### config.mk
export PLATFORM = sky130hd
export DESIGN_NAME = afe_regs_flat
export DESIGN_NICKNAME = d
export VERILOG_FILES = /design/src/inc/afe_pkg.sv /design/src/inc/afe_sfr_if.sv /design/src/verilog/afe_chan_decode.sv /design/src/verilog/afe_regs.sv /design/src/flat_wrapper.sv
export SDC_FILE = /design/constraint.sdc
export NUM_CORES = 1
export LEC_CHECK = 0
export BUFFER_PORTS_ARGS = -buffer_cell sky130_fd_sc_hd__buf_4
export CELL_PAD_IN_SITES_DETAIL_PLACEMENT = 2
export CELL_PAD_IN_SITES_GLOBAL_PLACEMENT = 2
export CORE_ASPECT_RATIO = 0.9
export CORE_MARGIN = 8
export CORE_UTILIZATION = 36
export CTS_CLUSTER_DIAMETER = 60
export DETAILED_ROUTE_END_ITERATION = 16
export PLACE_DENSITY_LB_ADDON = 0.1
export SETUP_SLACK_MARGIN = 0.05
export SYNTH_ARGS = -nofsm -noshare
export SYNTH_HDL_FRONTEND = slang
export SYNTH_HIERARCHICAL = 1
export SYNTH_SLANG_ARGS = --single-unit
### constraint.sdc
create_clock -name clk_i -period 1.74 [get_ports clk_i]
set_input_delay 0.522 -clock clk_i [delete_from_list [all_inputs] [get_ports clk_i]]
set_output_delay 0.522 -clock clk_i [all_outputs]
set_load 0.02 [all_outputs]
### src/inc/afe_pkg.sv
// Shared constants for the converter front-end register slice
package afe_pkg;
  localparam logic [7:0] AFE_OFS_GAIN_CAL_HIGH = 8'hD6;
  localparam logic [7:0] AFE_OFS_CHANNEL_SELECT = 8'hD7;
  localparam logic [7:0] AFE_OFS_IRQ_CONTROL_FLAGS = 8'hD8;
  localparam logic [7:0] AFE_OFS_RESULT_LOW = 8'hD9;
  localparam logic [7:0] AFE_OFS_RESULT_MID = 8'hDA;
  localparam logic [7:0] AFE_OFS_RESULT_HIGH = 8'hDB;
  localparam logic [7:0] AFE_OFS_FRONT_END_CONTROL = 8'hDC;
  localparam logic [7:0] AFE_RST_GAIN_CAL_HIGH = 8'h5F;
  localparam logic [7:0] AFE_RST_CHANNEL_SELECT = 8'h01;
  localparam logic [7:0] AFE_RST_IRQ_CONTROL_FLAGS = 8'h40;
  localparam logic [7:0] AFE_RST_RESULT = 8'h00;
  localparam logic [7:0] AFE_RST_FRONT_END_CONTROL = 8'h30;
  localparam logic [7:0] AFE_UNMAPPED_READ = 8'h00;
  localparam int AFE_BIT_AUX_IRQ_ENABLE = 5;
  localparam int AFE_BIT_AUX_IRQ_FLAG = 4;
  localparam int AFE_BIT_WATCHDOG_IRQ_FLAG = 3;
  localparam int AFE_BIT_OPEN_CIRCUIT_DETECT = 6;
  localparam int AFE_BIT_REFERENCE_ENABLE = 5;
  localparam int AFE_BIT_REFERENCE_LEVEL_SELECT = 4;
  localparam int AFE_BIT_BUFFER_ENABLE = 3;
  localparam logic [3:0] AFE_CODE_SHARED_RETURN = 4'h8;
  localparam logic [3:0] AFE_CODE_TEMP_SENSOR = 4'hF;
  localparam logic [3:0] AFE_CODE_REDUCED_LO = 4'h6;
endpackage : afe_pkg

### src/inc/afe_sfr_if.sv
// Special-function register bus between the core and the front-end slice
`timescale 1ns/1ps
interface afe_sfr_if (
  input wire logic clk_i,
  input wire logic nrst_i
);
  logic [7:0] addr;
  logic wr;
  logic rd;
  logic [7:0] wdata;
  logic [7:0] rdata;
  logic aux_irq;
  logic wdt_irq;
  modport core (input clk_i, nrst_i, rdata, aux_irq, wdt_irq, output addr, wr, rd, wdata);
  modport sfr (input clk_i, nrst_i, addr, wr, rd, wdata, output rdata, aux_irq, wdt_irq);
endinterface : afe_sfr_if

### src/verilog/afe_chan_decode.sv
// Decodes the channel selector nibbles into analog switch enables
`timescale 1ns/1ps
module afe_chan_decode
  import afe_pkg::*;
#(
  parameter bit REDUCED_PINS = 1'b0
) (
  input wire logic [3:0] positive_channel_code_i,
  input wire logic [3:0] negative_channel_code_i,
  output logic [7:0] pos_pin_o,
  output logic pos_common_o,
  output logic pos_reference_low_o,
  output logic [7:0] neg_pin_o,
  output logic neg_common_o,
  output logic temp_sensor_o
);
  logic temp_sel;
  logic pos_tied;
  assign temp_sel = (positive_channel_code_i == AFE_CODE_TEMP_SENSOR) &&
                    (negative_channel_code_i == AFE_CODE_TEMP_SENSOR);
  assign pos_tied = REDUCED_PINS && !positive_channel_code_i[3] &&
                    (positive_channel_code_i[2:0] >= AFE_CODE_REDUCED_LO[2:0]);
  always_comb begin
    pos_pin_o = 8'h00;
    neg_pin_o = 8'h00;
    if (!positive_channel_code_i[3] && !pos_tied) begin
      pos_pin_o[positive_channel_code_i[2:0]] = 1'b1;
    end
    if (!negative_channel_code_i[3]) begin
      neg_pin_o[negative_channel_code_i[2:0]] = 1'b1;
    end
  end
  assign pos_common_o = (positive_channel_code_i == AFE_CODE_SHARED_RETURN);
  assign neg_common_o = (negative_channel_code_i == AFE_CODE_SHARED_RETURN);
  assign pos_reference_low_o = pos_tied;
  assign temp_sensor_o = temp_sel;
endmodule : afe_chan_decode

### src/verilog/afe_regs.sv
// Front-end register slice: the device end of the register bus
// How it works
// - Calibration completion loads gain high byte; reset 5Fh
// - Gain high byte fully software readable and writable
// - Upper selector nibble picks positive input
// - Lower nibble picks negative input; reset 01h
// - Temperature sensor needs whole selector at FFh
// - Reduced pins: positive codes 6,7 tie reference-low
// - Enable bit gates merged auxiliary interrupt; reset off
// - Software clears aux flag after its source
// - Software writing aux flag one raises request
// - Watchdog flag sticky; software set raises interrupt
// - Watchdog expiry interrupts only with reset disabled
// - Reading result low clears converter interrupt source
// - Result as three read-only bytes
// - Sixteen-bit variant high byte is sign/zero fill
// - Open-circuit detect drives burnout current sources
// - Reference enable bit; resets on
// - Reference level bit: 1.25V or 2.5V; resets high
// - Buffer enable bit; resets off
// - Gain field gives two to the code
// - Front-end control resets to 30h
// - Result coded by polarity: two's complement or binary
`timescale 1ns/1ps
module afe_regs
  import afe_pkg::*;
#(
  parameter bit RESULT_16BIT = 1'b0,
  parameter bit REDUCED_PINS = 1'b0
) (
  afe_sfr_if.sfr bus,
  input wire logic cal_done_i,
  input wire logic [23:0] cal_gain_word_i,
  input wire logic result_valid_i,
  input wire logic [23:0] result_word_i,
  input wire logic result_polarity_i,
  input wire logic aux_source_i,
  input wire logic watchdog_expired_i,
  input wire logic watchdog_irq_enable_i,
  input wire logic hardware_config_zero_reset_disable_i,
  output logic [7:0] pos_pin_o,
  output logic pos_common_o,
  output logic pos_reference_low_o,
  output logic [7:0] neg_pin_o,
  output logic neg_common_o,
  output logic temp_sensor_o,
  output logic open_circuit_detect_o,
  output logic reference_enable_o,
  output logic reference_level_select_o,
  output logic buffer_enable_o,
  output logic [2:0] gain_code_o,
  output logic [7:0] gain_factor_o,
  output logic converter_irq_pending_o,
  output logic watchdog_reset_o
);
  logic [7:0] gain_cal_high_r, gain_cal_high_nxt;
  logic [7:0] channel_select_r, channel_select_nxt;
  logic aux_irq_enable_r, aux_irq_enable_nxt;
  logic aux_irq_flag_r, aux_irq_flag_nxt;
  logic watchdog_irq_flag_r, watchdog_irq_flag_nxt;
  logic [23:0] result_r, result_nxt;
  logic [7:0] front_end_control_r, front_end_control_nxt;
  logic conv_pending_r, conv_pending_nxt;
  logic [7:0] rdata_r, rdata_nxt;
  logic aux_irq_r, aux_irq_nxt;
  logic wdt_irq_r, wdt_irq_nxt;
  logic wdt_reset_r, wdt_reset_nxt;
  logic [7:0] pos_pin_r, neg_pin_r;
  logic pos_common_r, neg_common_r, pos_ref_low_r, temp_r;
  logic [7:0] gain_factor_r;
  logic [7:0] dec_pos_pin, dec_neg_pin;
  logic dec_pos_common, dec_neg_common, dec_pos_ref_low, dec_temp;
  logic [7:0] irq_view;
  logic [7:0] high_view;

  afe_chan_decode #(.REDUCED_PINS(REDUCED_PINS)) u_decode (
    .positive_channel_code_i(channel_select_r[7:4]),
    .negative_channel_code_i(channel_select_r[3:0]),
    .pos_pin_o(dec_pos_pin),
    .pos_common_o(dec_pos_common),
    .pos_reference_low_o(dec_pos_ref_low),
    .neg_pin_o(dec_neg_pin),
    .neg_common_o(dec_neg_common),
    .temp_sensor_o(dec_temp)
  );

  // Interrupt control view with constant bits fixed
  always_comb begin
    irq_view = AFE_RST_IRQ_CONTROL_FLAGS;
    irq_view[AFE_BIT_AUX_IRQ_ENABLE] = aux_irq_enable_r;
    irq_view[AFE_BIT_AUX_IRQ_FLAG] = aux_irq_flag_r;
    irq_view[AFE_BIT_WATCHDOG_IRQ_FLAG] = watchdog_irq_flag_r;
  end

  // Sixteen-bit variant fills the top byte from the sign, or with zeros when result_polarity_i is set
  always_comb begin
    if (RESULT_16BIT) begin
      high_view = (!result_polarity_i && result_r[15]) ? 8'hFF : 8'h00;
    end else begin
      high_view = result_r[23:16];
    end
  end

  always_comb begin
    gain_cal_high_nxt = gain_cal_high_r;
    channel_select_nxt = channel_select_r;
    aux_irq_enable_nxt = aux_irq_enable_r;
    aux_irq_flag_nxt = aux_irq_flag_r;
    watchdog_irq_flag_nxt = watchdog_irq_flag_r;
    result_nxt = result_r;
    front_end_control_nxt = front_end_control_r;
    conv_pending_nxt = conv_pending_r;
    rdata_nxt = rdata_r;
    wdt_reset_nxt = 1'b0;
    if (bus.wr) begin
      unique case (bus.addr)
        AFE_OFS_GAIN_CAL_HIGH: gain_cal_high_nxt = bus.wdata;
        AFE_OFS_CHANNEL_SELECT: channel_select_nxt = bus.wdata;
        AFE_OFS_IRQ_CONTROL_FLAGS: begin
          aux_irq_enable_nxt = bus.wdata[AFE_BIT_AUX_IRQ_ENABLE];
          aux_irq_flag_nxt = bus.wdata[AFE_BIT_AUX_IRQ_FLAG];
          watchdog_irq_flag_nxt = bus.wdata[AFE_BIT_WATCHDOG_IRQ_FLAG];
        end
        AFE_OFS_FRONT_END_CONTROL: front_end_control_nxt = bus.wdata;
        default: ;
      endcase
    end
    if (bus.rd) begin
      unique case (bus.addr)
        AFE_OFS_GAIN_CAL_HIGH: rdata_nxt = gain_cal_high_r;
        AFE_OFS_CHANNEL_SELECT: rdata_nxt = channel_select_r;
        AFE_OFS_IRQ_CONTROL_FLAGS: rdata_nxt = irq_view;
        AFE_OFS_RESULT_LOW: begin
          rdata_nxt = result_r[7:0];
          conv_pending_nxt = 1'b0;
        end
        AFE_OFS_RESULT_MID: rdata_nxt = result_r[15:8];
        AFE_OFS_RESULT_HIGH: rdata_nxt = high_view;
        AFE_OFS_FRONT_END_CONTROL: rdata_nxt = front_end_control_r;
        default: rdata_nxt = AFE_UNMAPPED_READ;
      endcase
    end
    // Hardware events override a same-cycle software clear
    if (cal_done_i) begin
      gain_cal_high_nxt = cal_gain_word_i[23:16];
    end
    if (result_valid_i) begin
      result_nxt = result_word_i;
      conv_pending_nxt = 1'b1;
    end
    if (aux_source_i || conv_pending_r) begin
      aux_irq_flag_nxt = 1'b1;
    end
    if (watchdog_expired_i) begin
      if (hardware_config_zero_reset_disable_i) begin
        watchdog_irq_flag_nxt = 1'b1;
      end else begin
        wdt_reset_nxt = 1'b1;
      end
    end
  end

  assign aux_irq_nxt = aux_irq_enable_r && aux_irq_flag_r;
  assign wdt_irq_nxt = watchdog_irq_enable_i && watchdog_irq_flag_r;

  always_ff @(posedge bus.clk_i or negedge bus.nrst_i) begin
    if (!bus.nrst_i) begin
      gain_cal_high_r <= AFE_RST_GAIN_CAL_HIGH;
      channel_select_r <= AFE_RST_CHANNEL_SELECT;
      aux_irq_enable_r <= 1'b0;
      aux_irq_flag_r <= 1'b0;
      watchdog_irq_flag_r <= 1'b0;
      result_r <= {3{AFE_RST_RESULT}};
      front_end_control_r <= AFE_RST_FRONT_END_CONTROL;
      conv_pending_r <= 1'b0;
      rdata_r <= AFE_UNMAPPED_READ;
      aux_irq_r <= 1'b0;
      wdt_irq_r <= 1'b0;
      wdt_reset_r <= 1'b0;
    end else begin
      gain_cal_high_r <= gain_cal_high_nxt;
      channel_select_r <= channel_select_nxt;
      aux_irq_enable_r <= aux_irq_enable_nxt;
      aux_irq_flag_r <= aux_irq_flag_nxt;
      watchdog_irq_flag_r <= watchdog_irq_flag_nxt;
      result_r <= result_nxt;
      front_end_control_r <= front_end_control_nxt;
      conv_pending_r <= conv_pending_nxt;
      rdata_r <= rdata_nxt;
      aux_irq_r <= aux_irq_nxt;
      wdt_irq_r <= wdt_irq_nxt;
      wdt_reset_r <= wdt_reset_nxt;
    end
  end

  // Analog drive registers, one clock after the stored value
  always_ff @(posedge bus.clk_i or negedge bus.nrst_i) begin
    if (!bus.nrst_i) begin
      pos_pin_r <= 8'h01;
      neg_pin_r <= 8'h02;
      pos_common_r <= 1'b0;
      neg_common_r <= 1'b0;
      pos_ref_low_r <= 1'b0;
      temp_r <= 1'b0;
      gain_factor_r <= 8'h01;
    end else begin
      pos_pin_r <= dec_pos_pin;
      neg_pin_r <= dec_neg_pin;
      pos_common_r <= dec_pos_common;
      neg_common_r <= dec_neg_common;
      pos_ref_low_r <= dec_pos_ref_low;
      temp_r <= dec_temp;
      gain_factor_r <= 8'h01 << front_end_control_r[2:0];
    end
  end

  assign bus.rdata = rdata_r;
  assign bus.aux_irq = aux_irq_r;
  assign bus.wdt_irq = wdt_irq_r;
  assign pos_pin_o = pos_pin_r;
  assign neg_pin_o = neg_pin_r;
  assign pos_common_o = pos_common_r;
  assign neg_common_o = neg_common_r;
  assign pos_reference_low_o = pos_ref_low_r;
  assign temp_sensor_o = temp_r;
  // Burnout sources only useful with buffer on; software must set both
  assign open_circuit_detect_o = front_end_control_r[AFE_BIT_OPEN_CIRCUIT_DETECT];
  assign reference_enable_o = front_end_control_r[AFE_BIT_REFERENCE_ENABLE];
  assign reference_level_select_o = front_end_control_r[AFE_BIT_REFERENCE_LEVEL_SELECT];
  assign buffer_enable_o = front_end_control_r[AFE_BIT_BUFFER_ENABLE];
  assign gain_code_o = front_end_control_r[2:0];
  assign gain_factor_o = gain_factor_r;
  assign converter_irq_pending_o = conv_pending_r;
  assign watchdog_reset_o = wdt_reset_r;
endmodule : afe_regs

### src/flat_wrapper.sv
// flat-port wrapper written by rule: the top's interface ports become plain ports
module afe_regs_flat import afe_pkg::*;
#(
  parameter bit RESULT_16BIT = 1'b0,
  parameter bit REDUCED_PINS = 1'b0
)
  (cal_done_i, cal_gain_word_i, result_valid_i, result_word_i, result_polarity_i, aux_source_i, watchdog_expired_i, watchdog_irq_enable_i, hardware_config_zero_reset_disable_i, pos_pin_o, pos_common_o, pos_reference_low_o, neg_pin_o, neg_common_o, temp_sensor_o, open_circuit_detect_o, reference_enable_o, reference_level_select_o, buffer_enable_o, gain_code_o, gain_factor_o, converter_irq_pending_o, watchdog_reset_o, clk_i, nrst_i, bus_addr, bus_wr, bus_rd, bus_wdata, bus_rdata, bus_aux_irq, bus_wdt_irq);
  afe_sfr_if bus_i (.clk_i(clk_i), .nrst_i(nrst_i));
  input wire logic cal_done_i;
  input wire logic [23:0] cal_gain_word_i;
  input wire logic result_valid_i;
  input wire logic [23:0] result_word_i;
  input wire logic result_polarity_i;
  input wire logic aux_source_i;
  input wire logic watchdog_expired_i;
  input wire logic watchdog_irq_enable_i;
  input wire logic hardware_config_zero_reset_disable_i;
  output logic [7:0] pos_pin_o;
  output logic pos_common_o;
  output logic pos_reference_low_o;
  output logic [7:0] neg_pin_o;
  output logic neg_common_o;
  output logic temp_sensor_o;
  output logic open_circuit_detect_o;
  output logic reference_enable_o;
  output logic reference_level_select_o;
  output logic buffer_enable_o;
  output logic [2:0] gain_code_o;
  output logic [7:0] gain_factor_o;
  output logic converter_irq_pending_o;
  output logic watchdog_reset_o;
  input wire logic clk_i;
  input wire logic nrst_i;
  input wire logic [$bits(bus_i.addr)-1:0] bus_addr;
  input wire logic [$bits(bus_i.wr)-1:0] bus_wr;
  input wire logic [$bits(bus_i.rd)-1:0] bus_rd;
  input wire logic [$bits(bus_i.wdata)-1:0] bus_wdata;
  output wire logic [$bits(bus_i.rdata)-1:0] bus_rdata;
  output wire logic [$bits(bus_i.aux_irq)-1:0] bus_aux_irq;
  output wire logic [$bits(bus_i.wdt_irq)-1:0] bus_wdt_irq;
  assign bus_i.addr = bus_addr;
  assign bus_i.wr = bus_wr;
  assign bus_i.rd = bus_rd;
  assign bus_i.wdata = bus_wdata;
  assign bus_rdata = bus_i.rdata;
  assign bus_aux_irq = bus_i.aux_irq;
  assign bus_wdt_irq = bus_i.wdt_irq;
  afe_regs #(.RESULT_16BIT(RESULT_16BIT), .REDUCED_PINS(REDUCED_PINS)) u_core (.bus(bus_i), .cal_done_i(cal_done_i), .cal_gain_word_i(cal_gain_word_i), .result_valid_i(result_valid_i), .result_word_i(result_word_i), .result_polarity_i(result_polarity_i), .aux_source_i(aux_source_i), .watchdog_expired_i(watchdog_expired_i), .watchdog_irq_enable_i(watchdog_irq_enable_i), .hardware_config_zero_reset_disable_i(hardware_config_zero_reset_disable_i), .pos_pin_o(pos_pin_o), .pos_common_o(pos_common_o), .pos_reference_low_o(pos_reference_low_o), .neg_pin_o(neg_pin_o), .neg_common_o(neg_common_o), .temp_sensor_o(temp_sensor_o), .open_circuit_detect_o(open_circuit_detect_o), .reference_enable_o(reference_enable_o), .reference_level_select_o(reference_level_select_o), .buffer_enable_o(buffer_enable_o), .gain_code_o(gain_code_o), .gain_factor_o(gain_factor_o), .converter_irq_pending_o(converter_irq_pending_o), .watchdog_reset_o(watchdog_reset_o));
endmodule
==> out/metrics.cfg, run 1 <==
[status]
status = complete, no violations

[route]
route.detailed.wl_per_inst_um = 20.80
via_count = 2798
drcViolationCount = 0
drtIter0Drc = 181
via_per_inst = 5.125
wl_um = 11360
drt_pass1_iterations = 4
antenna_left = 0

[global_route]
antenna_found_initial = 0
grt_pass1_wl_um = 18510
grt_pass1_vias = 3243
grt_max_degree = 37
grt.overflow.total = 0
track_usage_pct = 16.77

[yosys]
synthArstFlopShare_pct = 100.0
synth_edf_count = 0
netlist_instances = 286
avgSynthCellArea_um2 = 13.80
synthTopCellsByCount = dfrtp_1, mux2_2, dfstp_2
synth_area_mm2 = 0.003946
ys.flop_type = dfrtp_1
yosysMostFrequentCell = dfrtp_1
synthDistinctLibCells = 43
syn_nets = 361
synth_top_area_share_pct = 50.10
yosysTopAreaCell = dfrtp_1
ys_warn_count = 6
synth-seq-cells = 91
yosysSeqAreaShare_pct = 58.08
ys_top_cells_by_area = dfrtp_1, mux2_2, dfstp_2

[sta]
final.setup_skew_ps = 8.437
fin_crit_ps = 1627
maxSlewViolCount = 0
min_period_over_period_pct = 93.49
hold_viol_final = 0
setup_viol = 0
fmax_mhz = 614.7
grt_setup_unrepaired = no
fin_ws_ps = 113.3

[clock_network]
hold_buffers = 0
cts_buffers = 9
post_cts_buffers = 0
cts.clk_slew.worst_paths_ps = 60
htree_levels = 3
clock_path_buffers = 2
cts-root-buf = clkbuf_16
clock_latency_ps = 350
cts_tree = built
cts_sinks = 91

[hold_path]
hold_class = input port to asynchronous set/reset pin

[floorplan]
pin_count = 122
die_x_um = 126.4
row_count = 36
die_area_mm2 = 0.01457
initial_core_util_pct = 36.66
die_h_um = 115.3
core_area_mm2 = 0.01077

[placed_design]
gp_congestion = 0.7690
pre_cts_slack_ps = -241.2
hpwl_um = 8469
portBuffers = 104
placed_cell_area_mm2 = 0.005022

[pwr]
ir_drop_mv = 0.6704
p_per_area_mw_per_mm2 = 920.5
leakagePower_nw = 2.502

[final_layout]
fin_area_mm2 = 0.005324
layout.nets = 483
multi_input_area_mm2 = 0.001531
fillCellCount = 1074
area_growth_pct = 34.91
seq_area_mm2 = 0.002295
n_antenna_cell = 0
drive_gt1_share_pct = 55.45

[worst_setup_path]
crit_arrival_ps = 1860
cp_max_fo = 4
rr_worst_depth = 3
start_kind = input port
end_kind = flip-flop
cp.required_ps = 1970
worstSetupPathType = input port to flip-flop

[flow_run]
maxCapViolCount = 0

power by group:
part	internal (mW)	switching, mW	total, mW
Clock	1.19	0.776	1.97
Sequential	2.26	0.0834	2.34
Combinational	0.320	0.273	0.593
Total	3.77	1.13	4.90
sequential cells by signal (all words and copies together), names as in the netlist, 8 cells and up:
register and cells:
u_core/bus.rdata 8, u_core/channel_select_r 8, u_core/front_end_control_r 8, u_core/gain_cal_high_r 8, u_core/gain_factor_o 8, u_core/neg_pin_o 8
u_core/pos_pin_o 8, u_core/result_r 24
cell usage in the layout (no fill, tap or decap), types with 8 or more instances in the layout:
| cell type | instances |
|---|---|
| buf_4 | 125 |
| dfrtp_1 | 77 |
| nor3_1 | 8 |
| nand2_1 | 8 |
| mux2_2 | 61 |
| mux2i_1 | 11 |
| o2bb2ai_1 | 8 |
| clkbuf_16 | 9 |
| o22ai_1 | 8 |
| inv_1 | 9 |
| dfstp_2 | 12 |
| nor2_1 | 9 |
per-stage QoR:
| step | setup TNS [ps] | hold slack, ps | total power, mW | util [%] | std cells |
|---|---|---|---|---|---|
| 2_1_floorplan | -714.9 | 226.4 | 2.652 | - | 286 |
| 3_3_place_gp | -3461 | 467.5 | 2.954 | 46.65 | 530 |
| 3_5_place_dp | -4316 | 475.3 | 2.981 | 46.65 | 530 |
| 4_1_cts | 0 | 95.29 | 4.997 | 49.44 | 546 |
| 5_1_grt | 0 | 112.2 | 5.124 | 49.45 | 546 |
| 6_report | 0 | 99.38 | 4.900 | 49.45 | 546 |
timing repair:
item                                   4_1_cts  5_1_grt
setup endpoints to repair                    1        1
endpoints found under the hold margin        0        0
resized for setup                            1        1
final timing paths:
kind                                                      start  slack, ps                         to
max                                                 bus_addr[5]        110  u_core/gain_cal_high_r[7]
min                                                      nrst_i        100       u_core/temp_sensor_o
max reg2reg                               u_core/aux_irq_flag_r        420        u_core/bus.rdata[4]
min reg2reg                                 u_core/result_r[22]        510        u_core/result_r[22]
max in group asynchronous                                nrst_i       1070        u_core/pos_pin_o[0]
min in group clk_i         hardware_config_zero_reset_disable_i        330    u_core/watchdog_reset_o
layer usage:
layer	routed length [um]	GRT usage, %	up-vias	share of wire, %
li1	-	-	1275	-
met1	4815	19.82	1445	42
met2	5674	27.40	64	50
met3	699	6.815	14	6.2
met4	167	5.364	0	1.5
met5	0	0	-	0
worst max-delay path: stages:
cell and delay [ps]:
buf_4 110, nand4b_4 190, nor4_4 250, buf_4 190, mux2_2 330, mux2_2 260
cell type report:
type | instances | area share, %
Clock inverter | 2 | 0.6580
Tap cell | 133 | 3.126
Multi-Input combinational cell | 169 | 28.77
Inverter | 9 | 0.6345
Timing Repair Buffer | 128 | 18.75
Sequential cell | 91 | 43.10
Clock buffer | 14 | 4.959
kinds of logic (layout without fill, tap and decap cells):
group                  Yosys count  after routing  synth area share [%]
muxes                           75             75                 21.91
AOI/OAI and AO/OA               31             31                 6.151
and+or+nand+nor                 62             62                 10.65
DFF                             91             91                 58.09
other                            1              1               0.09503
buffers and inverters           26            153                 3.107
No activity file was read; power rests on OpenSTA's default activity.
==> run 2, diff against run 1 <==
--- a/config.mk
+++ b/config.mk
@@ -10,7 +10,7 @@
 export CELL_PAD_IN_SITES_GLOBAL_PLACEMENT = 2
 export CORE_ASPECT_RATIO = 0.9
 export CORE_MARGIN = 8
-export CORE_UTILIZATION = 36
+export CORE_UTILIZATION = 30
 export CTS_CLUSTER_DIAMETER = 60
 export DETAILED_ROUTE_END_ITERATION = 16
 export PLACE_DENSITY_LB_ADDON = 0.1
==> constraint.sdc (replaced) <==
create_clock -name clk_i -period 1.35 [get_ports clk_i]
set_input_delay 0.405 -clock clk_i [delete_from_list [all_inputs] [get_ports clk_i]]
set_output_delay 0.405 -clock clk_i [all_outputs]
set_load 0.02 [all_outputs]
==> out/metrics.cfg, run 2 (synthesized netlist as in run 1, its figures left out) <==
[worst_setup_path]
cp.required_ps = 1580
end_kind = flip-flop
start_kind = input port
worstSetupPathType = input port to flip-flop
crit_arrival_ps = 1680
cp_max_fo = 8

[hold_path]
hold_class = input port to flip-flop

[final_layout]
drive_gt1_share_pct = 61.09
final_cell_mix = buf_4, dfrtp_1, buf_6, mux2_2, mux2_4
layout.nets = 512
final_common_cell = buf_4
multi_input_area_mm2 = 0.001708
largest-register = u_core/result_r
fin_area_mm2 = 0.005973
fillCellCount = 1266
area_growth_pct = 51.36
seq_area_mm2 = 0.002293
n_antenna_cell = 0
largest_reg_flops = 24

[route]
route.detailed.wl_per_inst_um = 19.61
drcViolationCount = 0
drtIter0Drc = 71
drt_pass1_iterations = 4
wl_um = 11890
antenna_left = 0
via_per_inst = 4.781
via_count = 2897

[global_route]
grt_pass1_vias = 3352
track_usage_pct = 14.26
grt_pass1_wl_um = 18750
grt.overflow.total = 0
grt_max_degree = 40
antenna_found_initial = 0

[sta]
fmax_mhz = 689.8
fin_ws_ps = -99.74
maxSlewViolCount = 0
fin_crit_ps = 1450
min_period_over_period_pct = 107.4
setup_viol = 27
hold_viol_final = 0
grt_setup_unrepaired = yes
final.setup_skew_ps = 10.21

[floorplan]
row_count = 39
initial_core_util_pct = 30.87
die_x_um = 136.9
die_area_mm2 = 0.01709
die_h_um = 124.8
pin_count = 122
core_area_mm2 = 0.01278

[clock_network]
clock_path_buffers = 2
cts_tree = built
cts_buffers = 9
cts.clk_slew.worst_paths_ps = 60
cts-root-buf = clkbuf_16
htree_levels = 3
clock_latency_ps = 350
cts_sinks = 91

[pwr]
power_mw = 6.385
p_per_area_mw_per_mm2 = 1069
ir_drop_mv = 0.7102
leakagePower_nw = 2.806

[placed_design]
gp_congestion = 0.6809
portBuffers = 104
hpwl_um = 8702
placed_cell_area_mm2 = 0.005219

[status]
status = finished with violations
violations = negative setup slack

[flow_run]
maxCapViolCount = 0

[run 2: cell count changes in the layout (fill, tap and decap cells not counted), sizes merged]
cell / previous run / this run
dlygate4sd3: 0 / 1
bufinv: 1 / 0
buf: 128 / 155
clkinv: 1 / 0
clkinvlp: 0 / 1
clkbuf: 14 / 16
[run 2: what timing repair did]
action,CTS,global route
hold buffers,1,0
hold endpoints to repair,12,0
resized for setup,38,39
setup buffers,9,9
pin swaps,4,10
gates cloned,0,1
setup endpoints to repair,53,62
[run 2: final cells by class]
class / count / share of cell area [%]
Clock buffer: 15 / 4.650
Clock inverter: 1 / 0.1257
Inverter: 9 / 0.5656
Multi-Input combinational cell: 169 / 28.59
Sequential cell: 91 / 38.40
Tap cell: 164 / 3.435
Timing Repair Buffer: 157 / 24.24
[run 2: where the power goes]
part | leakage [nW] | switching (mW) | total, mW | internal [mW]
Sequential | 1.14 | 0.0834 | 2.99 | 2.91
Combinational | 1.53 | 0.410 | 0.953 | 0.543
Clock | 0.136 | 1.04 | 2.44 | 1.40
[run 2: critical path, stage by stage]
cell and delay, ps:
buf_6 90, nand4b_4 170, buf_4 150, buf_6 110
nor2_4 140, nand4_4 240, mux2_4 370
[run 2: final timing paths]
check                                                           from                         end  slack (ps)  cells after the start
max in group asynchronous                                     nrst_i   u_core/gain_cal_high_r[2]         320                      3
min in group asynchronous                                     nrst_i  u_core/channel_select_r[3]         480                      2
worst min register to register                   u_core/result_r[19]         u_core/result_r[19]         510                      1
worst max-delay path                                     bus_addr[5]  u_core/channel_select_r[6]        -100                      7
worst max register to register               u_core/aux_irq_enable_r         u_core/bus.rdata[5]          40                      3
worst min-delay path            hardware_config_zero_reset_disable_i     u_core/watchdog_reset_o         220                      2
[run 2: per-layer routing]
layer / wire length, um / vias to the layer above / track usage [%]
li1: - / 1336 / -
met1: 5081 / 1478 / 17.61
met2: 5708 / 72 / 22.14
met3: 983 / 11 / 6.492
met4: 112 / 0 / 3.448
met5: 0 / - / 0
[run 2: metrics by stage]
| step | hold slack [ps] | worst slack (ps) | instances | TNS [ps] | utilization [%] |
|---|---|---|---|---|---|
| 2_1_floorplan | 109.4 | -393.0 | 286 | -5942 | - |
| 3_3_place_gp | 290.5 | -487.9 | 571 | -13230 | 40.82 |
| 3_5_place_dp | 296.3 | -506.6 | 571 | -14120 | 40.82 |
| 4_1_cts | 198.9 | -91.55 | 597 | -819.5 | 44.76 |
| 5_1_grt | 194.5 | -141.2 | 606 | -2381 | 46.72 |
| 6_report | 215.7 | -99.74 | 606 | -1408 | 46.72 |
